File: src/design/store_pkg.sv
// shared constants and types for the accumulator store / indirect move block
// assumes one core clock; every user includes it through an import of the whole package
package store_pkg;

    // data path widths and pointer count
    localparam int ACC_W       = 8;
    localparam int FILE_ADDR_W = 7;
    localparam int BANK_W      = 6;
    localparam int PTR_W       = 16;
    localparam int OFFSET_W    = 6;
    localparam int NUM_PTRS    = 2;
    localparam int ADDR_PAD_W  = PTR_W - BANK_W - FILE_ADDR_W;

    // file addresses that have no storage and redirect through a pointer
    localparam logic [FILE_ADDR_W-1:0] INDIRECT_PORT0_ADDR = 7'h00;
    localparam logic [FILE_ADDR_W-1:0] INDIRECT_PORT1_ADDR = 7'h01;

    // reset values, cause flag levels, address pad and pointer step
    localparam logic [PTR_W-1:0] PTR_RESET         = 16'h0000;
    localparam logic [ACC_W-1:0] WDATA_RESET       = 8'h00;
    localparam logic [PTR_W-1:0] ADDR_RESET        = 16'h0000;
    localparam logic             CAUSE_FLAG_IDLE   = 1'b1;
    localparam logic             CAUSE_FLAG_ACTIVE = 1'b0;
    localparam logic [ADDR_PAD_W-1:0] ADDR_PAD     = 3'h0;
    localparam logic [PTR_W-1:0] PTR_STEP          = 16'h0001;

    // instruction kinds presented by the decoder
    typedef enum logic [1:0]
    {
        OP_NONE      = 2'b00,
        OP_STORE_ACC = 2'b01,
        OP_INDIRECT  = 2'b10,
        OP_SW_RESET  = 2'b11
    } op_e;

    // pointer update mode field of the indirect store
    typedef enum logic [1:0]
    {
        MODE_PRE_INC  = 2'b00,
        MODE_PRE_DEC  = 2'b01,
        MODE_POST_INC = 2'b10,
        MODE_POST_DEC = 2'b11
    } mode_e;

endpackage

File: src/design/ptr_if.sv
// bundle between the store sequencer and the pointer unit
// assumes both ends run on the same core clock and reset
`timescale 1ns/100ps
interface ptr_if;
    import store_pkg::*;

    logic                   ce;
    logic                   clear;
    logic                   go;
    logic                   sel;
    mode_e                  mode;
    logic                   rel;
    logic [OFFSET_W-1:0]    offset;
    logic                   load;
    logic                   load_sel;
    logic [PTR_W-1:0]       load_value;
    logic [PTR_W-1:0]       eff_addr;
    logic [PTR_W-1:0]       ptr_value [NUM_PTRS];

    modport unit (input ce, clear, go, sel, mode, rel, offset, load, load_sel, load_value,
                  output eff_addr, ptr_value);
    modport core (output ce, clear, go, sel, mode, rel, offset, load, load_sel, load_value,
                  input eff_addr, ptr_value);
endinterface

File: src/design/pointer_unit.sv
// holds the two file-select pointers and works out the indirect store address
// assumes go and load are never raised in the same cycle for the same pointer
`timescale 1ns/100ps
module pointer_unit
    import store_pkg::*;
(
    // clock and synchronised reset
    input  wire logic clk,
    input  wire logic rst_n,
    // link to the sequencer
    ptr_if.unit       pb
);

    typedef struct packed
    {
        logic [NUM_PTRS-1:0][PTR_W-1:0] ptr;
    } ptr_state_s;

    ptr_state_s state_reg;
    ptr_state_s state_next;
    logic [PTR_W-1:0] base;
    logic [PTR_W-1:0] inc_val;
    logic [PTR_W-1:0] dec_val;
    logic [PTR_W-1:0] rel_val;

    // 16-bit adders wrap on their own; carry out is dropped and feeds no flag
    always_comb
    begin
        base    = state_reg.ptr[pb.sel];
        inc_val = base + PTR_STEP;
        dec_val = base - PTR_STEP;
        rel_val = base + {{(PTR_W-OFFSET_W){pb.offset[OFFSET_W-1]}}, pb.offset};
    end

    // effective address: pre modes use the updated value, post modes the original
    always_comb
    begin
        if (pb.rel)
            pb.eff_addr = rel_val;
        else
        begin
            case (pb.mode)
                MODE_PRE_INC:  pb.eff_addr = inc_val;
                MODE_PRE_DEC:  pb.eff_addr = dec_val;
                MODE_POST_INC: pb.eff_addr = base;
                MODE_POST_DEC: pb.eff_addr = base;
                default:       pb.eff_addr = base;
            endcase
        end
    end

    // next pointer values; clear resets both, a load moves load_sel, a step moves only the selected pointer, relative form leaves it alone
    always_comb
    begin
        state_next = state_reg;
        if (pb.clear)
        begin
            for (int i = 0; i < NUM_PTRS; i++)
                state_next.ptr[i] = PTR_RESET;
        end
        else if (pb.load)
            state_next.ptr[pb.load_sel] = pb.load_value;
        else if (pb.go && !pb.rel)
        begin
            case (pb.mode)
                MODE_PRE_INC, MODE_POST_INC: state_next.ptr[pb.sel] = inc_val;
                MODE_PRE_DEC, MODE_POST_DEC: state_next.ptr[pb.sel] = dec_val;
                default:                     state_next.ptr[pb.sel] = base;
            endcase
        end
    end

    // pointer storage, frozen while the clock enable is low
    always_ff @(posedge clk or negedge rst_n)
    begin
        if (!rst_n)
        begin
            for (int i = 0; i < NUM_PTRS; i++)
                state_reg.ptr[i] <= PTR_RESET;
        end
        else if (pb.ce)
            state_reg <= state_next;
    end

    // pointer values for redirection of the indirect access ports
    genvar g;
    generate
        for (g = 0; g < NUM_PTRS; g++)
        begin : g_out
            assign pb.ptr_value[g] = state_reg.ptr[g];
        end
    endgenerate

endmodule

File: src/design/accumulator_store_and_indirect_move.sv
// execution of the accumulator store, indirect store and software reset instructions
// assumes the decoder presents one instruction per enabled cycle on the core clock,
// and that the data memory takes a write whenever mem_we is high
// the block owns no status flags; the flag logic of the core never hears from it
// a software reset asks for the device reset, clears both pointers and drives the cause flag low; the reset controller does the rest
// mem_addr and mem_wdata hold their last values between writes
`timescale 1ns/100ps

// How it works
// - direct store copies accumulator, one cycle, no flags
// - mode field picks pre/post increment or decrement
// - relative form writes pointer plus signed offset
// - indirect port redirects to pointer-held address
// - sixteen-bit pointer wraps at both ends
// - pointer stepping never touches status flags
// - software reset requests reset, drives cause flag low
module accumulator_store_and_indirect_move
    import store_pkg::*;
(
    // clock, reset and enable
    input  wire logic                   clk,
    input  wire logic                   resetn,
    input  wire logic                   clk_en,
    // decoded instruction
    input  wire logic                   op_valid,
    input  wire op_e                    op_kind,
    input  wire logic [FILE_ADDR_W-1:0] op_file_addr,
    input  wire logic [BANK_W-1:0]      op_bank,
    input  wire logic                   op_ptr_sel,
    input  wire mode_e                  pointer_update_mode,
    input  wire logic                   op_relative,
    input  wire logic [OFFSET_W-1:0]    op_offset,
    // working accumulator
    input  wire logic [ACC_W-1:0]       acc_value,
    // pointer load from the core
    input  wire logic                   ptr_load,
    input  wire logic                   ptr_load_sel,
    input  wire logic [PTR_W-1:0]       ptr_load_value,
    // file read address translation
    input  wire logic                   rd_valid,
    input  wire logic [FILE_ADDR_W-1:0] rd_file_addr,
    input  wire logic [BANK_W-1:0]      rd_bank,
    output logic                        rd_ack,
    output logic [PTR_W-1:0]            rd_mem_addr,
    // data memory write
    output logic                        mem_we,
    output logic [PTR_W-1:0]            mem_addr,
    output logic [ACC_W-1:0]            mem_wdata,
    // power control register cause bit and reset request
    input  wire logic                   cause_flag_set,
    output logic                        software_reset_cause_flag,
    output logic                        sw_reset_req,
    // current pointers
    output logic [PTR_W-1:0]            indirect_pointer0,
    output logic [PTR_W-1:0]            indirect_pointer1
);

    // every registered output except the two pointers lives in this one record, so clk_en freezes all of it at once
    typedef struct packed
    {
        logic             mem_we;
        logic [PTR_W-1:0] mem_addr;
        logic [ACC_W-1:0] mem_wdata;
        logic             rd_ack;
        logic [PTR_W-1:0] rd_mem_addr;
        logic             cause_n;
        logic             sw_reset_req;
    } core_state_s;

    core_state_s state_reg;
    core_state_s state_next;

    // synchronised reset, enabled instruction strobe and the pointer bundle
    logic [1:0]  rst_sync_reg;
    logic        rst_n;
    logic        exec;
    ptr_if       pb ();

    // true for a file address with no storage behind it
    // the two port addresses hold in every bank, so the bank bits play no part here
    function automatic logic is_indirect_port(input logic [FILE_ADDR_W-1:0] a);
        return (a == INDIRECT_PORT0_ADDR) || (a == INDIRECT_PORT1_ADDR);
    endfunction

    // resolve a banked file address, redirecting the indirect ports through a pointer
    // the top pad bits stay zero: banked space reaches only part of the pointer range
    function automatic logic [PTR_W-1:0] resolve_addr(
        input logic [FILE_ADDR_W-1:0] a,
        input logic [BANK_W-1:0]      bank,
        input logic [PTR_W-1:0]       p0,
        input logic [PTR_W-1:0]       p1);
        logic [PTR_W-1:0] r;
        r = {ADDR_PAD, bank, a};
        if (is_indirect_port(a))
            r = (a == INDIRECT_PORT1_ADDR) ? p1 : p0;
        return r;
    endfunction

    // reset release through two flops so every block leaves reset on the same edge
    // the pointer unit takes the same copy, so pointers and outputs leave reset together
    always_ff @(posedge clk or negedge resetn)
    begin
        if (!resetn)
            rst_sync_reg <= 2'h0;
        else
            rst_sync_reg <= {rst_sync_reg[0], 1'b1};
    end
    assign rst_n = rst_sync_reg[1];

    // an instruction counts only on an enabled edge; with clk_en low a held op_valid waits
    assign exec = op_valid && clk_en;

    // pointer unit hookup; a software reset clears both pointers with the rest of the core
    assign pb.ce         = clk_en;
    assign pb.clear      = exec && (op_kind == OP_SW_RESET);
    assign pb.go         = exec && (op_kind == OP_INDIRECT);

    // operand fields of the indirect store pass straight through
    assign pb.sel        = op_ptr_sel;
    assign pb.mode       = pointer_update_mode;
    assign pb.rel        = op_relative;
    assign pb.offset     = op_offset;

    // a core load loses to any indirect store of the same cycle, whichever pointer either one selects
    assign pb.load       = ptr_load && !pb.go;
    assign pb.load_sel   = ptr_load_sel;
    assign pb.load_value = ptr_load_value;

    pointer_unit u_pointer_unit
    (
        .clk   (clk),
        .rst_n (rst_n),
        .pb    (pb)
    );

    // instruction execution; no status flag output exists, so none can change
    always_comb
    begin
        // pulses drop by default; address and data hold until the next write
        state_next              = state_reg;
        state_next.mem_we       = 1'b0;
        state_next.rd_ack       = 1'b0;
        state_next.sw_reset_req = 1'b0;
        if (exec)
        begin
            case (op_kind)
                // direct store: banked address, redirected at the two port addresses
                OP_STORE_ACC:
                begin
                    state_next.mem_we    = 1'b1;
                    state_next.mem_addr  = resolve_addr(op_file_addr, op_bank,
                                                        pb.ptr_value[0], pb.ptr_value[1]);
                    state_next.mem_wdata = acc_value;
                end
                // indirect store: the pointer unit works out the address and steps itself, except in the relative form
                OP_INDIRECT:
                begin
                    state_next.mem_we    = 1'b1;
                    state_next.mem_addr  = pb.eff_addr;
                    state_next.mem_wdata = acc_value;
                end
                // software reset: here only the request, as pb.clear and the cause flag are handled apart; the reset controller resets the device
                OP_SW_RESET:
                    state_next.sw_reset_req = 1'b1;
                // an empty slot does nothing
                default:
                    state_next.mem_we = 1'b0;
            endcase
        end

        // read translation runs beside any instruction
        if (rd_valid && clk_en)
        begin
            state_next.rd_ack      = 1'b1;
            state_next.rd_mem_addr = resolve_addr(rd_file_addr, rd_bank,
                                                  pb.ptr_value[0], pb.ptr_value[1]);
        end

        // cause flag: the reset event wins over a software write in the same cycle
        // a write back from software lands on the edge that sees cause_flag_set
        if (clk_en && cause_flag_set)
            state_next.cause_n = CAUSE_FLAG_IDLE;
        if (exec && op_kind == OP_SW_RESET)
            state_next.cause_n = CAUSE_FLAG_ACTIVE;
    end

    // one register for the whole record; clk_en low holds it, so pulses stretch
    // the cause flag must survive the software reset it reports, so only resetn and cause_flag_set return it to idle
    always_ff @(posedge clk or negedge rst_n)
    begin
        if (!rst_n)
        begin
            state_reg.mem_we       <= 1'b0;
            state_reg.mem_addr     <= ADDR_RESET;
            state_reg.mem_wdata    <= WDATA_RESET;
            state_reg.rd_ack       <= 1'b0;
            state_reg.rd_mem_addr  <= ADDR_RESET;
            state_reg.cause_n      <= CAUSE_FLAG_IDLE;
            state_reg.sw_reset_req <= 1'b0;
        end
        else if (clk_en)
            state_reg <= state_next;
    end

    // outputs straight from flops
    assign mem_we                    = state_reg.mem_we;
    assign mem_addr                  = state_reg.mem_addr;
    assign mem_wdata                 = state_reg.mem_wdata;

    // read translation result
    assign rd_ack                    = state_reg.rd_ack;
    assign rd_mem_addr               = state_reg.rd_mem_addr;

    // reset cause and request
    assign software_reset_cause_flag = state_reg.cause_n;
    assign sw_reset_req              = state_reg.sw_reset_req;

    // pointers as held in the pointer unit
    assign indirect_pointer0         = pb.ptr_value[0];
    assign indirect_pointer1         = pb.ptr_value[1];

endmodule

File: config.mk
export PLATFORM = sky130hd
export DESIGN_NAME = accumulator_store_and_indirect_move
export DESIGN_NICKNAME = d
export VERILOG_FILES = /design/src/design/store_pkg.sv /design/src/design/ptr_if.sv /design/src/design/pointer_unit.sv /design/src/design/accumulator_store_and_indirect_move.sv
export SDC_FILE = /design/constraint.sdc
export NUM_CORES = 1
export LEC_CHECK = 0
export ABC_AREA = 1
export BUFFER_PORTS_ARGS = -buffer_cell sky130_fd_sc_hd__buf_2
export CAP_MARGIN = 0
export CORE_MARGIN = 3
export CORE_UTILIZATION = 35
export CTS_CLUSTER_SIZE = 12
export DETAILED_ROUTE_END_ITERATION = 8
export PLACE_DENSITY = 0.67
export SLEW_MARGIN = 5
export SYNTH_ARGS = -nofsm -noshare
export SYNTH_HDL_FRONTEND = slang
export SYNTH_SLANG_ARGS = --single-unit
File: constraint.sdc
create_clock -name clk -period 2.85 [get_ports clk]
set_clock_uncertainty 0.2 [all_clocks]
set_input_delay 0.285 -clock clk [delete_from_list [all_inputs] [get_ports clk]]
set_output_delay 0.285 -clock clk [all_outputs]
set_load 0.01 [all_outputs]
==> flow_metrics.py, run 1 <==
metrics = {
    "status": {
        "outcome": "finished clean",
    },
    "cells_and_area": {
        "largest_reg_flops": 32,
        "design_area_um2": 8220,
        "drive_above_1_share_pct": 21.3,
        "antenna_cells": 0,
        "stdcell_count": 1443,
        "fin_nets": 1300,
        "syn2layout_area_growth_pct": 23.5,
    },
    "routing": {
        "wirelength_um": 26200,
        "vias_per_cell": 5.45,
        "drc": 0,
        "ant_nets": 0,
        "vias": 7868,
        "dr.first_iter.drc_count": 779,
        "wl_per_cell_um": 18.2,
        "first_pass_iters": 6,
    },
    "clocking": {
        "htreeDepth": 3,
        "clk_latency_ps": 360,
        "cts.clk_slew.worst_paths_ps": 70,
        "clockBufferDepth": 2,
        "cts_tree": "yes",
        "cts_root_buf": "clkbuf_16",
        "cts.sinks": 78,
        "cts_setup_buffers": 0,
        "cts_made_buffers": 9,
    },
    "power_and_ir_drop": {
        "power_frac_comb_pct": 44.5,
        "p_leak_uw": 0.00430,
        "peakVddDrop_mv": 0.318,
        "p_int_uw": 3060,
        "switching_share_pct": 42.8,
        "p_sw_uw": 2290,
        "clockPowerShare_pct": 25.6,
        "power.density_nw_per_um2": 652,
        "p_seq_share_pct": 30.0,
    },
    "die": {
        "die_w_um": 144,
        "pin_count": 146,
        "initial_core_util_pct": 36.3,
        "core_area_um2": 18300,
        "die_h_um": 144,
        "dieArea_um2": 20700,
        "rows": 49,
    },
    "hold_path": {
        "min_path_type": "primary input to register",
    },
    "setup_path": {
        "r2r_slack_ps": 200,
        "reg2reg_to": "mem_addr[9]$_DFFE_PN0P_",
        "critical_path_class": "register to register",
        "end_kind": "register",
        "cp-startpoint": "u_pointer_unit.pb.ptr_value[7]$_DFFE_PN0P_",
        "crit_fanout": 4,
        "reg2reg_depth": 11,
        "r2r-start": "u_pointer_unit.pb.ptr_value[7]$_DFFE_PN0P_",
        "crit_path_start_kind": "register",
        "crit_path_end": "mem_addr[9]$_DFFE_PN0P_",
        "critical_path_required_ps": 2930,
        "cp.arrival_ps": 2730,
    },
    "yosys": {
        "async_flop_share_pct": 100,
        "yosysTopAreaCell": "dfrtp_1",
        "synth_edf_count": 0,
        "synthCells": 1045,
        "synthFlopType": "dfrtp_1",
        "synth_nets": 1135,
        "yosys_register_bits": 78,
        "yosysSeqAreaShare_pct": 29.4,
        "synth_area_leaders": "dfrtp_1 29%, nand2_1 19%, nand3_1 9.4%, inv_1 5.1%, o21ai_0 5.0%",
        "yosysWarnings": 0,
        "ys_types": 51,
        "synth_top_area_share_pct": 29.0,
        "syn_area_um2": 6650,
        "synth_area_per_cell_um2": 6.37,
    },
    "placement": {
        "place_inst": 1412,
        "hpwlAfterDp_um": 20500,
        "dpl_cell_area_um2": 7720,
        "gp_congestion": 0.988,
        "port-buffer-count": 145,
    },
    "timing": {
        "relSlewSlack_pct": 32.2,
        "tns_ps": 0,
        "min_period_ps": 2650,
        "max_clock_freq_mhz": 378,
        "hold_viol_final": 0,
        "finalSetupViolations": 0,
        "rsz0062_at_grt": "false",
        "whs_ps": 13.5,
        "worstMarginPinSlew_ps": 1020,
        "finalCritPeriodShare_pct": 92.9,
        "finalMaxSlewViolations": 0,
    },
    "global_routing": {
        "track_usage_pct": 25.2,
        "grt_overflow": 0,
        "grt_pass1_vias": 7500,
        "grt_pass1_wl_um": 40600,
        "grt_max_degree": 77,
        "antenna_found_initial": 1,
    },
    "run": {
        "cap_viol_max_count": 0,
    },
}
## worst max-delay path, stage by stage (launching register included)
cell and delay [ps]:
dfrtp_1 470, nand2_1 150, o21ai_4 90, ha_1 390, nand2_1 120, nor2_1 300
nand3_1 230, nand3_1 140, nand2_1 50, nand3_1 80, nand3_1 170, a21oi_1 170
## layout by cell type (no fill, tap or decap), types with 2 or more instances in the layout
master / instances
nand3_2: 3
o211ai_1: 20
nand2_2: 18
inv_2: 12
buf_4: 35
a31oi_1: 7
nor2_2: 12
dfrtp_1: 76
clkinv_1: 2
o21ai_1: 18
nand2_4: 6
inv_1: 90
o21a_1: 4
xnor2_1: 3
xor2_1: 12
o22ai_1: 5
a221oi_1: 2
nand4_1: 12
or2_2: 3
nand2_1: 337
o21bai_1: 2
ha_1: 19
nor2_1: 65
o21ai_2: 3
buf_2: 145
nor2_4: 2
bufinv_16: 3
a21oi_1: 58
o21ai_0: 65
clkbuf_16: 9
dlygate4sd3_1: 16
nand3_1: 125
nor3_1: 3
## kinds of logic after synthesis
| group | share of synthesized area (%) |
|---|---|
| adders and majority gates | 3.87 |
| DFF | 29.4 |
| AOI/OAI and AO/OA | 16.6 |
| buffers and inverters | 9.42 |
| and+or+nand+nor | 38.8 |
| xor gates and xnor gates | 1.97 |
| other | 0.0564 |
## metal layers
layer	routed length, µm	global-route usage (%)
met3	2270	4.66
met2	12100	39.8
met4	486	6.59
met1	11400	35.5
met5	7	0
## cell usage after synthesis, drive strengths merged, types with 3 or more instances
| cell | instances |
|---|---|
| nand2 | 361 |
| o21ai | 87 |
| nor2 | 79 |
| clkbuf | 26 |
| or2 | 3 |
| o211ai | 20 |
| ha | 19 |
| xnor2 | 3 |
| o21a | 4 |
| nand3 | 128 |
| o22ai | 5 |
| nand4 | 12 |
| a21oi | 59 |
| dfrtp | 77 |
| a31oi | 7 |
| nor3 | 3 |
| xor2 | 12 |
| inv | 103 |
| buf | 17 |
## stage by stage
step | util (%) | power (µW) | worst slack [ps]
floorplan | - | 3010 | 256
global placement | 42.1 | 3930 | 39.8
detailed placement | 42.1 | 3940 | 81.3
CTS | 44.8 | 5340 | 200
global route | 44.8 | 5690 | 77.7
finish | 44.8 | 5360 | 204
## what timing repair did
action / 4_1_cts / 5_1_grt
endpoints found under the setup margin: 0 / 1
hold buffers: 16 / 0
endpoints found under the hold margin: 17 / 0
gates resized for setup: 0 / 1
## worst min path at each step
| stage | startpoint | to | slack (ps) | cells past startpoint |
|---|---|---|---|---|
| detailed placement | resetn | rst_sync_reg[0]$_DFF_PN0_ | -130 | 1 |
| floorplan | resetn | rst_sync_reg[0]$_DFF_PN0_ | -210 | 0 |
| CTS | ptr_load_value[9] | u_pointer_unit.pb.ptr_value[25]$_DFFE_PN0P_ | 8 | 3 |
| global placement | resetn | rst_sync_reg[0]$_DFF_PN0_ | -130 | 1 |
| finish | ptr_load_value[9] | u_pointer_unit.pb.ptr_value[25]$_DFFE_PN0P_ | 10 | 3 |
| global route | ptr_load_value[9] | u_pointer_unit.pb.ptr_value[25]$_DFFE_PN0P_ | 30 | 3 |
## cell type report
cell class | count | area (µm²)
Clock buffer | 11 | 243
Tap cell | 229 | 287
Inverter | 105 | 397
Clock inverter | 4 | 95.1
Timing Repair Buffer | 197 | 1170
Multi-Input combinational cell | 819 | 4070
Fill cell | 1901 | 10100
Sequential cell | 78 | 1960
## power groups by stage
stage / Sequential (µW) / Clock [µW] / Combinational, µW
2_1_floorplan: 1630 / 0 / 1380
3_3_place_gp: 1620 / 0 / 2310
3_5_place_dp: 1610 / 0 / 2330
4_1_cts: 1600 / 1380 / 2360
5_1_grt: 1630 / 1410 / 2640
6_report: 1600 / 1370 / 2380
No activity file was read; power rests on OpenSTA's default activity.
==> run 2, diff against run 1 <==
--- a/config.mk
+++ b/config.mk
@@ -12,7 +12,7 @@
 export CORE_UTILIZATION = 35
 export CTS_CLUSTER_SIZE = 12
 export DETAILED_ROUTE_END_ITERATION = 8
-export PLACE_DENSITY = 0.67
+export PLACE_DENSITY = 0.69
 export SLEW_MARGIN = 5
 export SYNTH_ARGS = -nofsm -noshare
 export SYNTH_HDL_FRONTEND = slang
==> constraint.sdc (replaced) <==
create_clock -name clk -period 2.2 [get_ports clk]
set_clock_uncertainty 0.2 [all_clocks]
set_input_delay 0.22 -clock clk [delete_from_list [all_inputs] [get_ports clk]]
set_output_delay 0.22 -clock clk [all_outputs]
set_load 0.01 [all_outputs]
==> run 2 against run 1 <==
Effect of this change: register-to-register slack lost 380 ps; core utilization grew 8.2 points; the run now ends with setup timing left; clock power grew 11%; global-route usage grew 1.5 points; via count grew 8.3%; final area grew 18%.
==> flow_metrics.py, run 2 (synthesis results as in run 1) <==
metrics = {
    "placement": {
        "dpl_cell_area_um2": 8510,
        "place_ws_ps": -333,
        "port-buffer-count": 145,
        "place_inst": 1510,
        "gp_congestion": 1.02,
        "hpwlAfterDp_um": 21800,
    },
    "cells_and_area": {
        "syn2layout_area_growth_pct": 46.2,
        "mostFrequentLayoutCells": "315 x nand2_1, 144 x buf_2, 134 x buf_4, 99 x nand3_1, 85 x inv_1",
        "drive_above_1_share_pct": 34.4,
        "antenna_cells": 0,
        "fin_nets": 1424,
        "layout_commonest_cell": "nand2_1",
        "largest_reg_flops": 32,
        "stdcell_count": 1568,
        "design_area_um2": 9730,
    },
    "global_routing": {
        "grt_overflow": 0,
        "grt_max_degree": 52,
        "track_usage_pct": 26.7,
        "grt_pass1_wl_um": 42700,
        "antenna_found_initial": 1,
        "grt_pass1_vias": 8049,
    },
    "setup_path": {
        "crit_path_start_kind": "register",
        "r2r_slack_ps": -170,
        "crit_fanout": 3,
        "cp.arrival_ps": 2410,
        "end_kind": "register",
        "cpMostUsedCell": "nand2_1",
        "path_cells": "nand2_1, nand2_2, inv_1, ha_2, nand3_2, nor2_4, nand2_4, nor2_4, nand2_2, nand3_1, nand4_1, nand3_1, nand2_1, nand2_1, nand2_1",
        "critical_path_required_ps": 2240,
        "crit_slowest_cell": "dfrtp_1",
        "reg2reg_depth": 15,
        "critical_path_class": "register to register",
        "r2r-start": "u_pointer_unit.pb.ptr_value[16]$_DFFE_PN0P_",
        "max_stage_delay_ps": 420,
        "reg2reg_to": "mem_addr[8]$_DFFE_PN0P_",
    },
    "timing": {
        "worstMarginPinSlew_ps": 1160,
        "max_clock_freq_mhz": 421,
        "finalMaxSlewViolations": 0,
        "rsz0062_at_grt": "true",
        "hold_viol_final": 0,
        "fin_ws_ps": -174,
        "finalCritPeriodShare_pct": 108,
        "tns_ps": -1080,
        "finalSetupViolations": 17,
        "min_period_ps": 2370,
        "relSlewSlack_pct": 22.1,
    },
    "clocking": {
        "htreeDepth": 3,
        "cts_root_buf": "clkbuf_16",
        "cts_made_buffers": 9,
        "cts_tree": "yes",
        "cts.sinks": 78,
        "clockBufferDepth": 2,
        "clk_latency_ps": 350,
        "cts.clk_slew.worst_paths_ps": 60,
    },
    "status": {
        "violations": "setup timing",
        "outcome": "finished, violations left",
    },
    "power_and_ir_drop": {
        "peakVddDrop_mv": 0.515,
        "p_leak_uw": 0.00497,
        "power.density_nw_per_um2": 797,
        "totalPowerFinal_uw": 7750,
    },
    "hold_path": {
        "min_path_type": "primary input to register",
        "hold_path_depth": 3,
        "min_to": "rd_mem_addr[5]$_DFFE_PN0P_",
        "min_from": "rd_file_addr[5]",
    },
    "routing": {
        "ant_nets": 0,
        "wirelength_um": 28500,
        "drc": 0,
        "vias_per_cell": 5.43,
        "wl_per_cell_um": 18.2,
        "dr.first_iter.drc_count": 771,
        "first_pass_iters": 6,
        "vias": 8520,
    },
    "die": {
        "dieArea_um2": 20700,
        "initial_core_util_pct": 36.3,
        "pin_count": 146,
        "rows": 49,
        "die_w_um": 144,
        "die_h_um": 144,
        "core_area_um2": 18300,
    },
    "run": {
        "cap_viol_max_count": 0,
    },
}
==> run 2: cell count changes in the layout (fill, tap and decap cells not counted), sizes merged <==
cell	previous run	this run
dlygate4sd3	16	33
clkinvlp	0	3
buf	181	287
clkinv	3	4
bufinv	3	1
==> run 2: repair_timing <==
item                                    in CTS  in global routing
hold endpoints to repair                    33                  0
gates resized for setup                     15                105
endpoints found under the setup margin      14                 46
setup buffers                                1                  9
pin swaps                                    9                 47
hold buffers                                33                  0
==> run 2: critical path, delay by kind of cell, from the launching register on <==
family / cells / cell delay (ps)
flip-flops: 1 / 420
buffers and inverters: 1 / 100
adder cells (fa/ha/maj): 1 / 190
AND/OR/NAND/NOR: 13 / 1360
==> run 2: through the flow <==
stage / hold slack [ps] / utilization, %
6_report: 12.7 / 53.1
5_1_grt: 24.6 / 53.1
4_1_cts: 1.80 / 50.3
3_5_place_dp: -192 / 46.4
3_3_place_gp: -193 / 46.4
2_1_floorplan: -276 / -
==> run 2: how the worst max path moves through the flow <==
stage                                                startpoint                       end  slack [ps]
floorplan            u_pointer_unit.pb.ptr_value[0]$_DFFE_PN0P_  mem_addr[10]$_DFFE_PN0P_         -70
global placement                                     op_ptr_sel  mem_addr[14]$_DFFE_PN0P_        -330
detailed placement                                   op_ptr_sel  mem_addr[14]$_DFFE_PN0P_        -330
CTS                 u_pointer_unit.pb.ptr_value[16]$_DFFE_PN0P_   mem_addr[8]$_DFFE_PN0P_        -100
global route        u_pointer_unit.pb.ptr_value[16]$_DFFE_PN0P_  mem_addr[10]$_DFFE_PN0P_        -260
finish              u_pointer_unit.pb.ptr_value[16]$_DFFE_PN0P_   mem_addr[8]$_DFFE_PN0P_        -170
==> run 2: cell type report <==
class,count,area (µm²)
Clock buffer,10,229
Timing Repair Buffer,321,2180
Sequential cell,78,1960
Tap cell,229,287
Fill cell,1798,8600
Clock inverter,6,62.6
Multi-Input combinational cell,819,4610
Inverter,105,402
==> run 2: layer usage <==
layer	wire length [µm]	up-vias	global-route usage, %
li1	-	4015	-
met5	8	-	0
met1	11900	3987	35.9
met3	2990	51	8.19
met4	681	2	6.00
met2	12900	465	42.2
==> run 2: where the power goes <==
| part | internal (µW) | leakage (µW) | switching (µW) |
|---|---|---|---|
| registers | 1720 | 0.000969 | 224 |
| logic | 1770 | 0.00386 | 2510 |
| clock network | 875 | 0.000134 | 648 |
==> run 3, diff against run 2 <==
--- a/config.mk
+++ b/config.mk
@@ -13,6 +13,7 @@
 export CTS_CLUSTER_SIZE = 12
 export DETAILED_ROUTE_END_ITERATION = 8
 export PLACE_DENSITY = 0.69
+export SKIP_LAST_GASP = 1
 export SLEW_MARGIN = 5
 export SYNTH_ARGS = -nofsm -noshare
 export SYNTH_HDL_FRONTEND = slang
==> run 3 against run 2 <==
Effect of this change: the run still ends with setup timing left; critical path depth unchanged; sequential cell count unchanged; register-to-register slack about the same; worst setup slack improved by 13 ps; combinational power about the same.
==> flow_metrics.py, run 3 (synthesis results as in run 1) <==
metrics = {
    "status": {
        "outcome": "finished, violations left",
        "violations": "setup timing",
    },
    "cells_and_area": {
        "antenna_cells": 0,
        "layout_commonest_cell": "nand2_1",
        "stdcell_count": 1568,
        "drive_above_1_share_pct": 34.1,
        "mostFrequentLayoutCells": "316 x nand2_1, 144 x buf_2, 134 x buf_4, 101 x nand3_1, 85 x inv_1",
        "fillers": 1798,
        "fin_nets": 1424,
        "largest_reg_flops": 32,
        "syn2layout_area_growth_pct": 45.8,
    },
    "clocking": {
        "cts_tree": "yes",
        "htreeDepth": 3,
        "clk_latency_ps": 350,
        "cts_made_buffers": 9,
        "clockBufferDepth": 2,
        "cts.sinks": 78,
        "cts.clk_slew.worst_paths_ps": 60,
        "cts_root_buf": "clkbuf_16",
    },
    "setup_path": {
        "worst-path-stages": 15,
        "path_cells": "nand2_1, nand2_2, inv_1, ha_2, nand3_2, nor2_4, nand2_4, nor2_4, nand2_2, nand3_1, nand4_1, nand3_1, nand2_1, nand2_1, nand2_1",
        "reg2reg_to": "mem_addr[8]$_DFFE_PN0P_",
        "cp_top_family": "simple AND/OR/NAND/NOR gates",
        "critical_path_class": "register to register",
        "path_buf_inv": 1,
        "crit_fanout": 3,
        "end_kind": "register",
        "crit_slowest_cell": "dfrtp_1",
        "max_stage_delay_ps": 420,
        "cpMostUsedCell": "nand2_1",
        "crit_path_start_kind": "register",
        "r2r_slack_ps": -160,
        "reg2reg_depth": 15,
        "cp.arrival_ps": 2400,
        "r2r-start": "u_pointer_unit.pb.ptr_value[16]$_DFFE_PN0P_",
        "critical_path_required_ps": 2240,
    },
    "die": {
        "die_w_um": 144,
        "die_h_um": 144,
        "dieArea_um2": 20700,
        "initial_core_util_pct": 36.3,
        "core_area_um2": 18300,
        "rows": 49,
        "pin_count": 146,
    },
    "global_routing": {
        "antenna_found_initial": 1,
        "grt_pass1_vias": 8049,
        "grt_max_degree": 52,
        "grt_pass1_wl_um": 42700,
        "grt_overflow": 0,
        "track_usage_pct": 26.7,
    },
    "routing": {
        "first_pass_iters": 5,
        "vias": 8449,
        "wirelength_um": 28300,
        "wl_per_cell_um": 18.0,
        "vias_per_cell": 5.39,
        "dr.first_iter.drc_count": 712,
        "drc": 0,
        "ant_nets": 0,
    },
    "timing": {
        "relSlewSlack_pct": 23.4,
        "min_period_ps": 2360,
        "finalCritPeriodShare_pct": 107,
        "worstMarginPinSlew_ps": 1150,
        "finalMaxSlewViolations": 0,
        "finalSetupViolations": 14,
        "fin_ws_ps": -161,
        "hold_viol_final": 0,
        "max_clock_freq_mhz": 424,
        "rsz0062_at_grt": "true",
    },
    "power_and_ir_drop": {
        "p_leak_uw": 0.00494,
        "peakVddDrop_mv": 0.515,
        "power.density_nw_per_um2": 796,
    },
    "hold_path": {
        "min_from": "rd_file_addr[5]",
        "hold_path_depth": 3,
        "min_to": "rd_mem_addr[5]$_DFFE_PN0P_",
        "min_path_type": "primary input to register",
    },
    "placement": {
        "hpwlAfterDp_um": 21800,
        "port-buffer-count": 145,
        "gp_congestion": 1.02,
        "place_inst": 1510,
        "place_ws_ps": -333,
    },
    "run": {
        "cap_viol_max_count": 0,
    },
}
==> run 3: worst max path at each step <==
| stage | start | end | slack, ps |
|---|---|---|---|
| finish | u_pointer_unit.pb.ptr_value[16]$_DFFE_PN0P_ | mem_addr[8]$_DFFE_PN0P_ | -160 |
| global route | u_pointer_unit.pb.ptr_value[16]$_DFFE_PN0P_ | mem_addr[10]$_DFFE_PN0P_ | -260 |
| CTS | u_pointer_unit.pb.ptr_value[16]$_DFFE_PN0P_ | mem_addr[8]$_DFFE_PN0P_ | -100 |
| detailed placement | op_ptr_sel | mem_addr[14]$_DFFE_PN0P_ | -330 |
| global placement | op_ptr_sel | mem_addr[14]$_DFFE_PN0P_ | -330 |
| floorplan | u_pointer_unit.pb.ptr_value[0]$_DFFE_PN0P_ | mem_addr[10]$_DFFE_PN0P_ | -70 |
==> run 3: report_power, final <==
group / switching, µW / leakage, µW / internal (µW)
Sequential: 221 / 0.000969 / 1720
Combinational: 2500 / 0.00384 / 1770
Clock: 638 / 0.000134 / 875
Total: 3360 / 0.00494 / 4370
==> run 3: cell type report <==
type	count	area [µm²]	area share (%)
Sequential cell	78	1960	20.2
Clock inverter	6	62.6	0.645
Clock buffer	10	229	2.36
Multi-Input combinational cell	819	4580	47.2
Tap cell	229	287	2.95
Inverter	105	402	4.14
Timing Repair Buffer	321	2180	22.5
==> run 3: metrics by stage <==
step                      setup TNS [ps]  cell area, µm²  hold slack (ps)  total power (µW)  utilization [%]
final                              -1040            9700             14.2              7720             52.9
after global routing               -3310            9700             24.6              8210             52.9
after floorplan                     -113            6700             -276              3930                -
after global placement             -3190            8510             -193              5650             46.4
after detailed placement           -4700            8510             -192              5670             46.4
after CTS                           -448            9210             1.80              7340             50.3
==> run 3: worst reg2reg max path, cell delays in order (launching register included) <==
cell and delay, ps:
dfrtp_1 420, nand2_1 100, nand2_2 100, inv_1 100, ha_2 190, nand3_2 110
nor2_4 140, nand2_4 90, nor2_4 150, nand2_2 70, nand3_1 80, nand4_1 160
nand3_1 140, nand2_1 50, nand2_1 60, nand2_1 60
==> run 3: repair_timing <==
action,4_1_cts,5_1_grt
hold endpoints to repair,33,0
gates resized for setup,15,99
setup buffers,1,9
hold buffers,33,0
pin swaps,9,46
setup endpoints to repair,14,46
==> run 3: routing by layer <==
metal,vias to the layer above,track usage (%),part of all wire (%)
met5,-,0,0.028
met3,48,8.19,10
li1,4015,-,-
met4,2,6.00,2.5
met2,431,42.2,45
met1,3953,35.9,42
